## src/hdl/rva_pkg.sv

```systemverilog
`default_nettype none
package rva_pkg;
  // ---------------------------------------------
  // Widths and sources
  // ---------------------------------------------
  localparam int unsigned PC_W = 12;
  localparam int unsigned SRC_N = 20;
  localparam int unsigned NUM_W = 5;
  // Reset address with the fuse unprogrammed
  localparam logic [11:0] RESET_ADDR_APP = 12'h000;
  // Offset from the table start to the first request vector
  localparam logic [11:0] VEC_FIRST_OFS = 12'h001;
  // Request line index; base vector is index plus VEC_FIRST_OFS
  localparam logic [4:0] SRC_EXT_REQUEST_0 = 5'h00;
  localparam logic [4:0] SRC_EXT_REQUEST_1 = 5'h01;
  localparam logic [4:0] SRC_TMR2_COMPARE = 5'h02;
  localparam logic [4:0] SRC_TMR2_OVERFLOW = 5'h03;
  localparam logic [4:0] SRC_TMR1_CAPTURE = 5'h04;
  localparam logic [4:0] SRC_TMR1_COMPARE_A = 5'h05;
  localparam logic [4:0] SRC_TMR1_COMPARE_B = 5'h06;
  localparam logic [4:0] SRC_TMR1_OVERFLOW = 5'h07;
  localparam logic [4:0] SRC_TMR0_OVERFLOW = 5'h08;
  localparam logic [4:0] SRC_SPI_TRANSFER_DONE = 5'h09;
  localparam logic [4:0] SRC_USART_RECEIVE_DONE = 5'h0a;
  localparam logic [4:0] SRC_USART_DATA_EMPTY = 5'h0b;
  localparam logic [4:0] SRC_USART_TRANSMIT_DONE = 5'h0c;
  localparam logic [4:0] SRC_ADC_DONE = 5'h0d;
  localparam logic [4:0] SRC_NV_DATA_READY = 5'h0e;
  localparam logic [4:0] SRC_ANALOG_COMPARATOR_EVENT = 5'h0f;
  localparam logic [4:0] SRC_TWO_WIRE_IFACE = 5'h10;
  localparam logic [4:0] SRC_EXT_REQUEST_2 = 5'h11;
  localparam logic [4:0] SRC_TMR0_COMPARE = 5'h12;
  localparam logic [4:0] SRC_PROGRAM_STORE_READY = 5'h13;
  // ---------------------------------------------
  // Timing
  // ---------------------------------------------
  localparam logic [2:0] CHANGE_WINDOW_CYC = 3'h4;
  localparam logic [1:0] SYNC_WAIT_CYC = 2'h2;
  // ---------------------------------------------
  // Carriers
  // ---------------------------------------------
  typedef struct packed {
    logic wr;
    logic vector_change_enable;
    logic vector_select_bit;
  } rva_ctl_wr_type;
  typedef struct packed {
    logic reset_load;
    logic irq_take;
    logic [4:0] irq_num;
    logic [11:0] addr;
  } rva_pc_req_type;
  typedef enum logic [2:0] {
    ST_SYNC = 3'b001,
    ST_BOOT = 3'b010,
    ST_RUN = 3'b100
  } rva_state_type;
endpackage
`default_nettype wire

```

## src/hdl/rva_vector.sv

```systemverilog
// Notes on behaviour
// - Fuse unprogrammed: after any reset, execution starts at address zero.
// - Fuse programmed: after reset, execution starts at the boot reset address.
// - Select bit set: each vector is its base address plus boot start.
// - Reset start follows the fuse alone; table start follows the select bit alone.
// - External requests 0, 1, 2 use bases 0x001, 0x002, 0x012.
// - Timer requests use bases 0x003 through 0x009 and 0x013.
// - Serial requests use bases 0x00A through 0x00D and 0x011.
// - ADC, data memory, comparator, store ready use 0x00E, 0x00F, 0x010, 0x014.
// - A vector is fetched only for an enabled, requesting source.
// - Select changes only by enable write then select write within four cycles.
// - Requests masked during the change sequence; global flag untouched.
`timescale 1ns/1ps
`default_nettype none
module rva_vector (
  input wire logic clk_sys,
  input wire logic resetn,
  input wire logic boot_reset_fuse,
  input wire logic [rva_pkg::PC_W-1:0] boot_start_addr,
  input wire logic [rva_pkg::SRC_N-1:0] irq_pending,
  input wire logic global_irq_flag,
  input wire logic core_irq_ready,
  input wire logic insn_done,
  input wire rva_pkg::rva_ctl_wr_type ctl_wr,
  output rva_pkg::rva_pc_req_type pc_req,
  output logic vector_select_bit,
  output logic irq_masked
);
  import rva_pkg::*;

  // ---------------------------------------------
  // Pin synchronisers
  // ---------------------------------------------
  logic fuse_meta_reg, fuse_reg;
  logic [PC_W-1:0] boot_meta_reg, boot_reg;

  // Two stages for the fuse and boot start straps
  // Straps are static levels from before release, so the word needs no handshake
  always_ff @(posedge clk_sys or negedge resetn) begin
    if (!resetn) begin
      fuse_meta_reg <= 1'b1;
      fuse_reg <= 1'b1;
      boot_meta_reg <= 12'h000;
      boot_reg <= 12'h000;
    end else begin
      fuse_meta_reg <= boot_reset_fuse;
      fuse_reg <= fuse_meta_reg;
      boot_meta_reg <= boot_start_addr;
      boot_reg <= boot_meta_reg;
    end
  end

  // ---------------------------------------------
  // Start-up sequence
  // ---------------------------------------------
  rva_state_type state_reg;
  logic [1:0] wait_reg;

  // Wait for the straps to settle, then load the reset address once
  always_ff @(posedge clk_sys or negedge resetn) begin
    if (!resetn) begin
      state_reg <= ST_SYNC;
      wait_reg <= 2'h0;
    end else begin
      case (state_reg)
        ST_SYNC: begin
          wait_reg <= wait_reg + 2'h1;
          if (wait_reg == SYNC_WAIT_CYC - 2'h1) begin
            state_reg <= ST_BOOT;
          end
        end
        ST_BOOT: state_reg <= ST_RUN;
        ST_RUN: state_reg <= ST_RUN;
        default: state_reg <= ST_SYNC;
      endcase
    end
  end

  // ---------------------------------------------
  // Vector table relocation control
  // ---------------------------------------------
  logic [2:0] window_reg;
  logic hold_reg;
  logic in_window;
  assign in_window = (window_reg != 3'h0);

  // Enable write opens the window; select write inside it takes effect
  always_ff @(posedge clk_sys or negedge resetn) begin
    if (!resetn) begin
      window_reg <= 3'h0;
      vector_select_bit <= 1'b0;
    end else if (ctl_wr.wr && ctl_wr.vector_change_enable) begin
      window_reg <= CHANGE_WINDOW_CYC;
    end else if (ctl_wr.wr && in_window) begin
      vector_select_bit <= ctl_wr.vector_select_bit;
      window_reg <= 3'h0;
    end else if (in_window) begin
      window_reg <= window_reg - 3'h1;
    end
  end

  // After the select write, mask until the next instruction finishes
  always_ff @(posedge clk_sys or negedge resetn) begin
    if (!resetn) begin
      hold_reg <= 1'b0;
    end else if (ctl_wr.wr && !ctl_wr.vector_change_enable && in_window) begin
      hold_reg <= 1'b1;
    end else if (insn_done) begin
      hold_reg <= 1'b0;
    end
  end

  // Masking flag, registered: set in the cycle after the enabling write
  always_ff @(posedge clk_sys or negedge resetn) begin
    if (!resetn) begin
      irq_masked <= 1'b0;
    end else begin
      irq_masked <= (ctl_wr.wr && ctl_wr.vector_change_enable) || (window_reg > 3'h1) ||
        (ctl_wr.wr && in_window) || (hold_reg && !insn_done);
    end
  end

  // ---------------------------------------------
  // Request selection and address generation
  // ---------------------------------------------
  logic [NUM_W-1:0] win_num;
  logic any_req;
  logic masked_now;
  logic take_now;
  logic [PC_W-1:0] table_base;
  logic [PC_W-1:0] boot_target;

  // Lowest numbered pending request wins
  always_comb begin
    win_num = 5'h00;
    any_req = 1'b0;
    for (int i = SRC_N - 1; i >= 0; i--) begin
      if (irq_pending[i]) begin
        win_num = 5'(i);
        any_req = 1'b1;
      end
    end
  end

  assign masked_now = irq_masked || (ctl_wr.wr && ctl_wr.vector_change_enable) || in_window || hold_reg;
  // Only enabled, pending sources ever reach a fetch
  assign take_now = (state_reg == ST_RUN) && any_req && global_irq_flag && core_irq_ready &&
    !masked_now && !pc_req.irq_take;
  assign table_base = vector_select_bit ? boot_reg : RESET_ADDR_APP;
  assign boot_target = fuse_reg ? RESET_ADDR_APP : boot_reg;

  // Program counter load requests to the core
  always_ff @(posedge clk_sys or negedge resetn) begin
    if (!resetn) begin
      pc_req <= '0;
    end else begin
      pc_req.reset_load <= (state_reg == ST_BOOT);
      pc_req.irq_take <= take_now;
      if (state_reg == ST_BOOT) begin
        pc_req.addr <= boot_target;
        pc_req.irq_num <= 5'h00;
      end else if (take_now) begin
        pc_req.addr <= table_base + VEC_FIRST_OFS + {7'h00, win_num};
        pc_req.irq_num <= win_num;
      end
    end
  end
endmodule // rva_vector
`default_nettype wire

```

## config.mk

```make
export PLATFORM = sky130hd
export DESIGN_NAME = rva_vector
export DESIGN_NICKNAME = d
export VERILOG_FILES = /design/src/hdl/rva_pkg.sv /design/src/hdl/rva_vector.sv
export SDC_FILE = /design/constraint.sdc
export NUM_CORES = 1
export LEC_CHECK = 0
export ABC_AREA = 1
export ABC_CLOCK_PERIOD_IN_PS = 3600
export BUFFER_PORTS_ARGS = -buffer_cell sky130_fd_sc_hd__buf_2
export CAP_MARGIN = 20
export CORE_MARGIN = 1
export CORE_UTILIZATION = 40
export CTS_CLUSTER_DIAMETER = 150
export DETAILED_ROUTE_END_ITERATION = 6
export PLACE_DENSITY = 0.6
export SLEW_MARGIN = 10
export SYNTH_ARGS = -nofsm -noshare
export SYNTH_HDL_FRONTEND = slang
export SYNTH_SLANG_ARGS = --single-unit
```

## constraint.sdc

```tcl
create_clock -name clk_sys -period 3.6 [get_ports clk_sys]
set_clock_uncertainty 0.15 [all_clocks]
set_input_delay 0.36 -clock clk_sys [delete_from_list [all_inputs] [get_ports clk_sys]]
set_output_delay 0.36 -clock clk_sys [all_outputs]
set_load 0.02 [all_outputs]
```

==> results of run 1 <==
==> critical path: cells and delay by family <==
| kind | cells | cell delay (ns) |
|---|---|---|
| xor gates and xnor gates | 1 | 0.14 |
| adders and majority gates | 2 | 0.65 |
| and+or+nand+nor | 25 | 1.61 |
| AOI/OAI and AO/OA | 3 | 0.27 |
| buffers and inverters | 2 | 0.14 |
==> cells by family after synthesis <==
logic type,share of synthesized area (%)
buf+inv,8.87
flops,52.1
fa+ha+maj,4.92
mux,0.418
xor+xnor,1.30
simple gates,22.5
compound gates,9.89
==> through the flow <==
stage               setup WS (ns)  std cells  cell area, sq um
CTS                         0.552        451              3290
floorplan                   0.598        296              2700
finish                      0.531        453              3310
global placement            0.321        432              3070
global route                0.134        453              3310
detailed placement          0.209        432              3070
==> cell type report <==
cell class                      instances  area share [%]
Inverter                               51            5.86
Tap cell                               77            2.91
Timing Repair Buffer                   76            13.6
Multi-Input combinational cell        185            31.7
Clock inverter                          3            1.40
Clock buffer                            5            2.08
Sequential cell                        56            42.4
==> placed cells by master (no fill, tap or decap), drive strengths merged, types with 2 or more instances in the layout <==
cell | Yosys | layout
nand2 | 69 | 69
dlygate4sd3 | 0 | 13
a31oi | 2 | 2
nor3 | 7 | 7
ha | 9 | 9
nand4 | 2 | 2
nor2 | 27 | 27
buf | 4 | 63
clkbuf | 0 | 5
dfstp | 3 | 3
dfrtp | 53 | 53
nor4 | 4 | 4
xnor2 | 3 | 3
o21ai | 12 | 12
a22o | 3 | 3
a21oi | 22 | 22
inv | 51 | 52
a22oi | 2 | 2
nand3b | 2 | 2
nand3 | 13 | 13
==> routing by layer <==
metal / up-vias / part of all wire [%] / track usage [%]
met5: - / 0 / 0
met4: 0 / 1.6 / 5.64
met3: 6 / 5.2 / 3.26
met2: 50 / 48 / 27.2
met1: 973 / 45 / 20.9
li1: 1097 / - / -
==> where the power goes <==
part	internal, mW	switching (mW)
clock	0.210	0.207
sequential	0.748	0.0705
combinational	0.235	0.372
==> final timing paths <==
path                                              endpoint  depth (start not counted)  slack, ns
max in group asynchronous             pc_req[17]$_DFF_PN0_                          2       2.56
worst max register to register      pc_req[11]$_DFFE_PN0P_                         16       1.07
worst min register to register       boot_reg[0]$_DFF_PN0_                          0       0.21
worst min-delay path            boot_meta_reg[5]$_DFF_PN0_                          1      -0.01
worst max-delay path                pc_req[10]$_DFFE_PN0P_                         33       0.53
min in group clk_sys                  hold_reg$_DFFE_PN0P_                          4       0.15
==> results.md, run 1 <==
* Outcome: finished with violations
* Failing checks: design-rule violations, negative hold slack
* Worst Tran Pin Value at 0.843 ns
* Core area at 6420 sq um
* Max-cap violations at 0
* Biggest cell delay along the critical path at 0.41 ns
* DIE HEIGHT at 84.1 microns
* Layout Area Growth over Synthesis at 22.9%
* Vias in the first global route at roughly 2100
* Worst-Skew Late Latency at 0.31 ns
* CP max-delay cell: fa_1
* Yosys warnings at 0
* Synthesized Nets at 347
* Final setup fails at 0
* Drt wl/cell at 11.5 microns
* Antenna violations before repair at 0
* H-tree lvl count at 2
* GPL Wtd Cong at 0.787
* Via Count at approximately 2100
* Root Driver: clkbuf_8
* 1st-iter DRT viols at 106
* Port Buffer Count at 61
* Mapped Cells at 296
* Grt total ovfl at 0
* FMAX at 326 MHz
* Resized Gates After CTS at 0
* Util after Layout at between 50 and 60%
* Die area at roughly 7100 sq um
* CP max FO at 3
* Pwr Density at approximately 560 nW/um^2
* Register area share after synthesis at 52.1%
* Antenna Nets Post-Route at 0
* Period utilization at 85.3%
* RSZ-0062 raised after global routing: false
* Clock sinks at 56
* Reg clk slew, reported paths at around 0.1 ns
* Most used DFF post-synth: dfrtp_1
* Final Max Tran Viols at 0
* CTS tree: yes
* Count leader, synth: nand2_1
* WL final at 5.20 mm
* Final net count at 426
* Synth cell types at 40
* Worst slew margin at 43.8%
* Largest net degree at the start of global routing at 41
* Vias per cell at 4.69
* Avg Inst Size Synth at 9.11 sq um
* Most frequent cells after synthesis: nand2_1 (67), dfrtp_1 (53), inv_1 (48)
* DR pass1 iterations at 6
* CP startpoint: irq_pending[18]
* Worst hold slack at -0.0128 ns
* Worst setup EP type: register
* DRC violations left at 14
* Tot GR Track Use at 16.2%
* LEAKAGE at 1.76 nW
* Row count at 29
* Yosys top cell by area: dfrtp_1
* Reg area at 1410 sq um
* Period minus WS final at between 3 and 4 ns
* Async S/R FF share, synth at 100%
* Tightest Hold Check Type: primary input to async pin
* Total power at 1.84 mW
* FF+latch count, synth at 56
* First-pass GRT wire length at 9.07 mm
* HPWL after DPL at 3.86 mm
* Peak supply drop at between 0.0002 and 0.00025 V
* R2R Path Start: vector_select_bit$_DFFE_PN0P_
* Required @ worst endpoint at 3.70 ns
* Setup TNS Final at 0 ns
* Share of post-route cells with drive strength above 1 at 26.3%
* Post-synth top area share at 49.2%
* Post-CTS setup buffers at 0
* Die width at 84.1 microns
* ANT cells at 0
* Num ports at 62
* Max Buffers Root-to-Sink at 2
* # hold bufs at CTS at 11
* CTS buffer count at 5
* Initial Util at 42.0%
* Post-synth EDFFs at 0
* Area of the multi-input gates at 1050 sq um
* Cell repeated most along the worst path: nand2_1
* Crit path DAT at 3.17 ns
* Synth Cell Area at 2700 sq um
* CP Launch Type: primary input
* FILL cells at ~600
* Crit Path Category: primary input to register
* Max FFs per register at 19
* Top cells by area, synth: dfrtp_1 (49%), nand2_1 (9.3%), inv_1 (6.7%), ha_1 (4.2%), a21oi_1 (3.7%)
* Hold Fails Final Rpt at 11
Power figures use the tool's default switching activity.
==> run 2: changes to the inputs <==
--- a/config.mk
+++ b/config.mk
@@ -6,12 +6,13 @@
 export NUM_CORES = 1
 export LEC_CHECK = 0
 export ABC_AREA = 1
-export ABC_CLOCK_PERIOD_IN_PS = 3600
+export ABC_CLOCK_PERIOD_IN_PS = 3400
 export BUFFER_PORTS_ARGS = -buffer_cell sky130_fd_sc_hd__buf_2
 export CAP_MARGIN = 20
 export CORE_MARGIN = 1
 export CORE_UTILIZATION = 40
 export CTS_CLUSTER_DIAMETER = 150
+export CTS_CLUSTER_SIZE = 16
 export DETAILED_ROUTE_END_ITERATION = 6
 export PLACE_DENSITY = 0.6
 export SLEW_MARGIN = 10
==> constraint.sdc (replaced) <==
create_clock -name clk_sys -period 3.4 [get_ports clk_sys]
set_clock_uncertainty 0.15 [all_clocks]
set_input_delay 0.34 -clock clk_sys [delete_from_list [all_inputs] [get_ports clk_sys]]
set_output_delay 0.34 -clock clk_sys [all_outputs]
set_load 0.02 [all_outputs]
==> run 2 against run 1 <==
Effect of this change:
- the run ends with design-rule violations left
- power rose by 10%
- clock power rose by 23%
- combinational power rose by 8.2%
- critical path type unchanged
- highest routed layer unchanged
- largest power group unchanged
==> results.md, run 2 (synthesis gave the netlist of run 1 again) <==
* Share of post-route cells with drive strength above 1 at 28.2% (was 26.3%)
* RSZ-0062 raised after global routing: false (unchanged)
* Failing checks: design-rule violations (was design-rule violations, negative hold slack)
* Total power at 2.03 mW (was 1.84 mW)
* Layout Area Growth over Synthesis at 25.7% (was 22.9%)
* WL final at 5.18 mm (was 5.20 mm)
* Max FFs per register at 19 (unchanged)
* Crit path DAT at 3.07 ns (was 3.17 ns)
* H-tree lvl count at 2 (unchanged)
* Peak supply drop at 0.000216 V (was 0.000237 V)
* Via Count at 2167 (was 2126)
* Biggest cell delay along the critical path at 0.39 ns (was 0.41 ns)
* Commonest non-fill, non-tap cell in the layout: nand2_1 (unchanged)
* Outcome: finished with violations (unchanged)
* Hold Fails Final Rpt at 0 (was 11)
* FILL cells at 603 (was 604)
* CP max-delay cell: fa_2 (was fa_1)
* Final Max Tran Viols at 0 (unchanged)
* Post-placement setup slack at 0.0403 ns (was 0.209 ns)
* Tot GR Track Use at 16.1% (was 16.2%)
* Worst setup EP type: register (unchanged)
* LEAKAGE at 1.79 nW (was 1.76 nW)
* Pwr Density at 599 nW/um^2 (was 556 nW/um^2)
* Max-cap violations at 0 (unchanged)
* First-pass GRT wire length at 9.00 mm (was 9.07 mm)
* DIE HEIGHT at 84.1 microns (unchanged)
* Vias per cell at 4.75 (was 4.69)
* 1st-iter DRT viols at 99 (was 106)
* Core area at 6420 sq um (unchanged)
* Layout Cells excl Fill at 456 (was 453)
* CP max FO at 3 (unchanged)
* Drt wl/cell at 11.4 microns (was 11.5 microns)
* Reg area at 1410 sq um (unchanged)
* Vias in the first global route at 2065 (was 2064)
* Final net count at 429 (was 426)
* GPL Wtd Cong at 0.823 (was 0.787)
* DRC violations left at 14 (unchanged)
* CTS tree: yes (unchanged)
* Antenna violations before repair at 0 (unchanged)
* Root Driver: clkbuf_8 (unchanged)
* Worst-Skew Late Latency at 0.30 ns (was 0.31 ns)
* ANT cells at 0 (unchanged)
* Setup WS post-layout at 0.382 ns (was 0.531 ns)
* Max Buffers Root-to-Sink at 2 (unchanged)
* Critical path's top delay family: simple AND/OR/NAND/NOR gates (unchanged)
* Worst slew margin at 62.9% (was 43.8%)
* Required @ worst endpoint at 3.45 ns (was 3.70 ns)
* CTS buffer count at 5 (unchanged)
* Period utilization at 88.8%
* DR pass1 iterations at 6 (unchanged)
* Worst Tran Pin Value at 0.555 ns (was 0.843 ns)
* HPWL after DPL at 3.85 mm (was 3.86 mm)
* Antenna Nets Post-Route at 0 (unchanged)
* Num ports at 62 (unchanged)
* Reg clk slew, reported paths at 0.10 ns (about the same)
* Final setup fails at 0 (unchanged)
* Period minus WS final at around 3.0 ns
* Crit path buf inv count at 2 (unchanged)
* Crit Path Category: primary input to register (unchanged)
* Grt total ovfl at 0 (unchanged)
* FMAX at ~330 MHz
* Tightest Hold Check Type: primary input to register (was primary input to async pin)
* Cell repeated most along the worst path: nand2_1 (unchanged)
* Setup TNS Final at 0 ns (unchanged)
* Row count at 29 (unchanged)
* Die area at 7070 sq um (unchanged)
* Port Buffer Count at 61 (unchanged)
* CP Launch Type: primary input (unchanged)
* Util after Layout at 52.8% (was 51.6%)
* Clock sinks at 56 (unchanged)
* Most frequent cells in the layout: nand2_1 (64), buf_2 (60), dfrtp_1 (53) (was nand2_1 (67), buf_2 (61), dfrtp_1 (53))
* Placed insts at 433 (was 432)
* Die width at 84.1 microns (unchanged)
* Largest net degree at the start of global routing at 40 (was 41)
* Area of the multi-input gates at 1070 sq um (was 1050 sq um)
* Initial Util at 42.0% (unchanged)
## run 2: worst min-delay path, cell delays in order
cell     delay (ns)
buf_2          0.07
inv_1          0.03
nand2_1        0.06
nand2_1        0.05
## run 2: stage by stage
stage	hold WS, ns	cell area [sq um]
3_3_place_gp	0.141	3070
3_5_place_dp	0.143	3070
6_report	0.130	3390
4_1_cts	0.126	3350
5_1_grt	0.130	3390
2_1_floorplan	-0.106	2700
## run 2: final cells by class
class | count | area share (%)
well taps | 77 | 2.84
multi-input cells | 185 | 31.7
inverters | 51 | 5.72
clock buffers | 5 | 2.03
repair buffers | 79 | 14.2
flip-flops and latches | 56 | 41.5
clock inverters | 3 | 2.03
## run 2: final timing paths
check | startpoint | endpoint | slack [ns] | cells past startpoint
hold / removal | insn_done | hold_reg$_DFFE_PN0P_ | 0.13 | 4
min in group asynchronous | resetn | pc_req[4]$_DFFE_PN0P_ | 0.32 | 2
max in group asynchronous | resetn | state_reg[0]$_DFFE_PN1P_ | 1.93 | 3
hold reg to reg | boot_meta_reg[1]$_DFF_PN0_ | boot_reg[1]$_DFF_PN0_ | 0.21 | 0
setup reg to reg | vector_select_bit$_DFFE_PN0P_ | pc_req[10]$_DFFE_PN0P_ | 0.91 | 15
setup / recovery | irq_pending[18] | pc_req[10]$_DFFE_PN0P_ | 0.38 | 33
## run 2: repair_timing
item,CTS,global route
gates resized for setup,0,8
hold buffers,14,0
setup endpoints to repair,0,1
buffers inserted,0,1
hold endpoints to repair,30,0
## run 2: layer usage
layer,GRT usage (%),vias up,wire length (microns)
li1,-,1103,-
met1,20.6,1006,2420
met2,27.0,50,2400
met3,3.07,8,254
met4,6.27,0,107
met5,0,-,0
## run 2: power breakdown
| part | total (mW) | internal, mW | switching [mW] |
|---|---|---|---|
| clock | 0.510 | 0.296 | 0.213 |
| combinational | 0.657 | 0.260 | 0.398 |
| sequential | 0.864 | 0.792 | 0.0725 |
| total | 2.03 | 1.35 | 0.683 |
==> run 3: changes to the inputs <==
--- a/config.mk
+++ b/config.mk
@@ -5,7 +5,6 @@
 export SDC_FILE = /design/constraint.sdc
 export NUM_CORES = 1
 export LEC_CHECK = 0
-export ABC_AREA = 1
 export ABC_CLOCK_PERIOD_IN_PS = 3400
 export BUFFER_PORTS_ARGS = -buffer_cell sky130_fd_sc_hd__buf_2
 export CAP_MARGIN = 20
==> run 3 against run 2 <==
Effect of this change:
- the flow finishes with violations (design-rule violations, negative hold slack)
- clock power down 26%
- hold slack worse by 0.15 ns
- critical path depth decreased by 20
- count of clock-buffer cells in the layout unchanged
- largest cell class unchanged
==> results.md, run 3 <==
* CP Launch Type: primary input (unchanged)
* Post-synth top area share at 49.0% (was 49.2%)
* Count leader, synth: dfrtp_1 (was nand2_1)
* DIE HEIGHT at 84.3 microns (was 84.1 microns)
* DR pass1 iterations at 6 (unchanged)
* Tot GR Track Use at 17.0% (was 16.1%)
* Clock sinks at 56 (unchanged)
* Die width at 84.3 microns (was 84.1 microns)
* Setup TNS Final at 0 ns (unchanged)
* Peak supply drop at 0.000244 V (was 0.000216 V)
* First-pass GRT wire length at 9.63 mm (was 9.00 mm)
* Commonest non-fill, non-tap cell in the layout: buf_2 (was nand2_1)
* Required @ worst endpoint at 3.51 ns (was 3.45 ns)
* Reg clk slew, reported paths at 0.10 ns (about the same)
* CP startpoint: irq_pending[9] (was irq_pending[18])
* Mapped Cells at 253 (was 296)
* Worst-Skew Late Latency at 0.31 ns (was 0.30 ns)
* WL final at 5.60 mm (was 5.18 mm)
* Num ports at 62 (unchanged)
* Hold Fails Final Rpt at 38 (was 0)
* Synth cell types at 50 (was 40)
* Pwr Density at 546 nW/um^2 (was 599 nW/um^2)
* Layout Area Growth over Synthesis at 23.5% (was 25.7%)
* Port Buffer Count at 61 (unchanged)
* R2R Path Start: vector_select_bit$_DFFE_PN0P_ (unchanged)
* Final net count at 383 (was 429)
* Most frequent cells in the layout: buf_2 (61), dfrtp_1 (53), nand2_1 (17) (was nand2_1 (64), buf_2 (60), dfrtp_1 (53))
* Synth Cell Area at 2710 sq um (was 2700 sq um)
* FMAX at 322 MHz (was 331 MHz)
* Post-placement setup slack at -0.00510 ns (was 0.0403 ns)
* Period minus WS final at 3.11 ns (was 3.02 ns)
* 1st-iter DRT viols at 97 (was 99)
* Share of post-route cells with drive strength above 1 at 26.4% (was 28.2%)
* Synthesized Nets at 304 (was 347)
* Initial Util at 41.9% (was 42.0%)
* Register area share after synthesis at 51.9% (was 52.1%)
* Post-synth EDFFs at 0 (unchanged)
* Yosys warnings at 0 (unchanged)
* Final setup fails at 0 (unchanged)
* CTS buffer count at 5 (unchanged)
* CTS tree: yes (unchanged)
* Period utilization at 91.4% (was 88.8%)
* Worst Tran Pin Value at 0.856 ns (was 0.555 ns)
* Tightest Hold Check Type: primary input to async pin (was primary input to register)
* Most frequent cells after synthesis: dfrtp_1 (53), nand2_1 (17), inv_1 (15), nor2_1 (15), nand3_1 (14) (was nand2_1 (67), dfrtp_1 (53), inv_1 (48))
* Max Buffers Root-to-Sink at 2 (unchanged)
* Max-cap violations at 0 (unchanged)
* DRC violations left at 4 (was 14)
* Worst hold slack at -0.0230 ns (was 0.130 ns)
* Crit Path Category: primary input to register (unchanged)
* Post-CTS setup buffers at 0 (unchanged)
* H-tree lvl count at 2 (unchanged)
* Worst reg2reg path depth at 8 (was 15)
* Failing checks: design-rule violations, negative hold slack (was design-rule violations)
* ANT cells at 0 (unchanged)
* XOR/XNOR share of the synthesized area at 1.94% (was 1.30%)
* Final Max Tran Viols at 0 (unchanged)
* Simple-gate share of the synthesized area at 21.8% (was 22.5%)
* Synth Area in Compound Gates at 15.0% (was 9.89%)
* Crit path DAT at 3.22 ns (was 3.07 ns)
* Yosys top cell by area: dfrtp_1 (unchanged)
* Vias per cell at 5.21 (was 4.75)
* HPWL after DPL at 4.17 mm (was 3.85 mm)
* Via Count at 2135 (was 2167)
* Outcome: finished with violations (unchanged)
* Largest net degree at the start of global routing at 42 (was 40)
* CP max FO at 4 (was 3)
* Placed insts at 389 (was 433)
* RSZ-0062 raised after global routing: false (unchanged)
* LEAKAGE at 1.57 nW (was 1.79 nW)
* Post-Synth Adder-Cell Area at 4.90% (was 4.92%)
* Worst setup EP type: register (unchanged)
* Antenna Nets Post-Route at 0 (unchanged)
* Mux cell area share after synthesis at 0.785% (was 0.418%)
* Grt total ovfl at 0 (unchanged)
* Antenna violations before repair at 0 (unchanged)
* Top cells by area, synth: dfrtp_1 (49%), ha_1 (4.2%), dfstp_2 (2.9%), nand3_1 (2.6%), nand2_1 (2.4%) (was dfrtp_1 (49%), nand2_1 (9.3%), inv_1 (6.7%), ha_1 (4.2%), a21oi_1 (3.7%))
* Most used DFF post-synth: dfrtp_1 (unchanged)
* Drt wl/cell at 13.7 microns (was 11.4 microns)
* Core area at 6460 sq um (was 6420 sq um)
* Row count at 29 (unchanged)
* Setup WS post-layout at 0.291 ns (was 0.382 ns)
* Async S/R FF share, synth at 100% (unchanged)
* GPL Wtd Cong at 0.859 (was 0.823)
* Main combinational cell family by area after synthesis: simple AND/OR/NAND/NOR gates (unchanged)
* FILL cells at 607 (was 603)
* Die area at 7100 sq um (was 7070 sq um)
* Max FFs per register at 19 (unchanged)
* Layout Cells excl Fill at 410 (was 456)
* Root Driver: clkbuf_8 (unchanged)
* Avg Inst Size Synth at 10.7 sq um (was 9.11 sq um)
* Worst slew margin at 42.9% (was 62.9%)
* FF+latch count, synth at 56 (unchanged)
* Vias in the first global route at 2090 (was 2065)
[run 3: cell count changes in the layout (fill, tap and decap cells not counted), sizes merged, moves of 5 or more]
cell	previous run	this run
nor2b	0	8
nor2	27	15
nand2b	0	6
inv	52	18
and2	0	5
o31ai	1	8
a21oi	22	9
nand2	69	17
[run 3: where the power goes]
part           switching (mW)  internal (mW)
clock network           0.225          0.151
logic                   0.333          0.242
registers              0.0907          0.785
total                   0.649           1.18
[run 3: worst paths after layout]
check / slack [ns] / to
setup / recovery: 0.29 / pc_req[10]$_DFFE_PN0P_
min in group clk_sys: 0.05 / hold_reg$_DFFE_PN0P_
hold reg to reg: 0.21 / boot_reg[0]$_DFF_PN0_
max in group asynchronous: 2.32 / state_reg[0]$_DFFE_PN1P_
setup reg to reg: 0.80 / pc_req[5]$_DFFE_PN0P_
hold / removal: -0.02 / pc_req[18]$_DFF_PN0_
[run 3: per-layer routing]
layer / wire length, microns / vias up / track usage (%) / share of wire [%]
met4: 81 / 0 / 5.80 / 1.4
met5: 0 / - / 0 / 0
met2: 2670 / 47 / 28.8 / 48
met3: 201 / 10 / 3.24 / 3.6
li1: - / 1076 / - / -
met1: 2640 / 1002 / 22.0 / 47
[run 3: per-stage QoR]
step / util, % / hold slack (ns) / instance area, sq um / total power, mW
2_1_floorplan: - / -0.106 / 2710 / 1.25
3_3_place_gp: 48.3 / 0.182 / 3120 / 1.45
3_5_place_dp: 48.3 / 0.185 / 3120 / 1.46
4_1_cts: 51.8 / 0.00876 / 3340 / 1.85
5_1_grt: 51.8 / 0.0392 / 3340 / 1.96
6_report: 51.8 / -0.0230 / 3340 / 1.83
[run 3: cell families after synthesis]
group	Yosys count
muxes	2
xor gates and xnor gates	6
AOI/OAI and AO/OA	55
and+or+nand+nor	100
DFF	56
adders and majority gates	10
buffers and inverters	24
[run 3: critical path, stage by stage]
cell,delay [ns]
buf_2,0.11
nand2b_1,0.10
a21oi_1,0.06
a2111oi_0,0.41
a2111oi_0,0.20
or3_1,0.40
ha_1,0.24
fa_1,0.39
nor2b_1,0.16
o2111ai_1,0.14
and3_1,0.19
a2111oi_1,0.33
o31a_1,0.17
[run 3: repair_timing]
| item | CTS | global route |
|---|---|---|
| endpoints found under the hold margin | 13 | 0 |
| setup endpoints to repair | 0 | 1 |
| hold buffers | 13 | 0 |
| resized for setup | 0 | 1 |
[run 3: layout make-up]
type | count | area (sq um) | area share [%]
well taps | 77 | 96.3 | 2.88
repair buffers | 80 | 480 | 14.4
flip-flops and latches | 56 | 1410 | 42.0
multi-input cells | 173 | 1210 | 36.1
clock buffers | 5 | 68.8 | 2.06
clock inverters | 3 | 25.0 | 0.748
inverters | 16 | 62.6 | 1.87
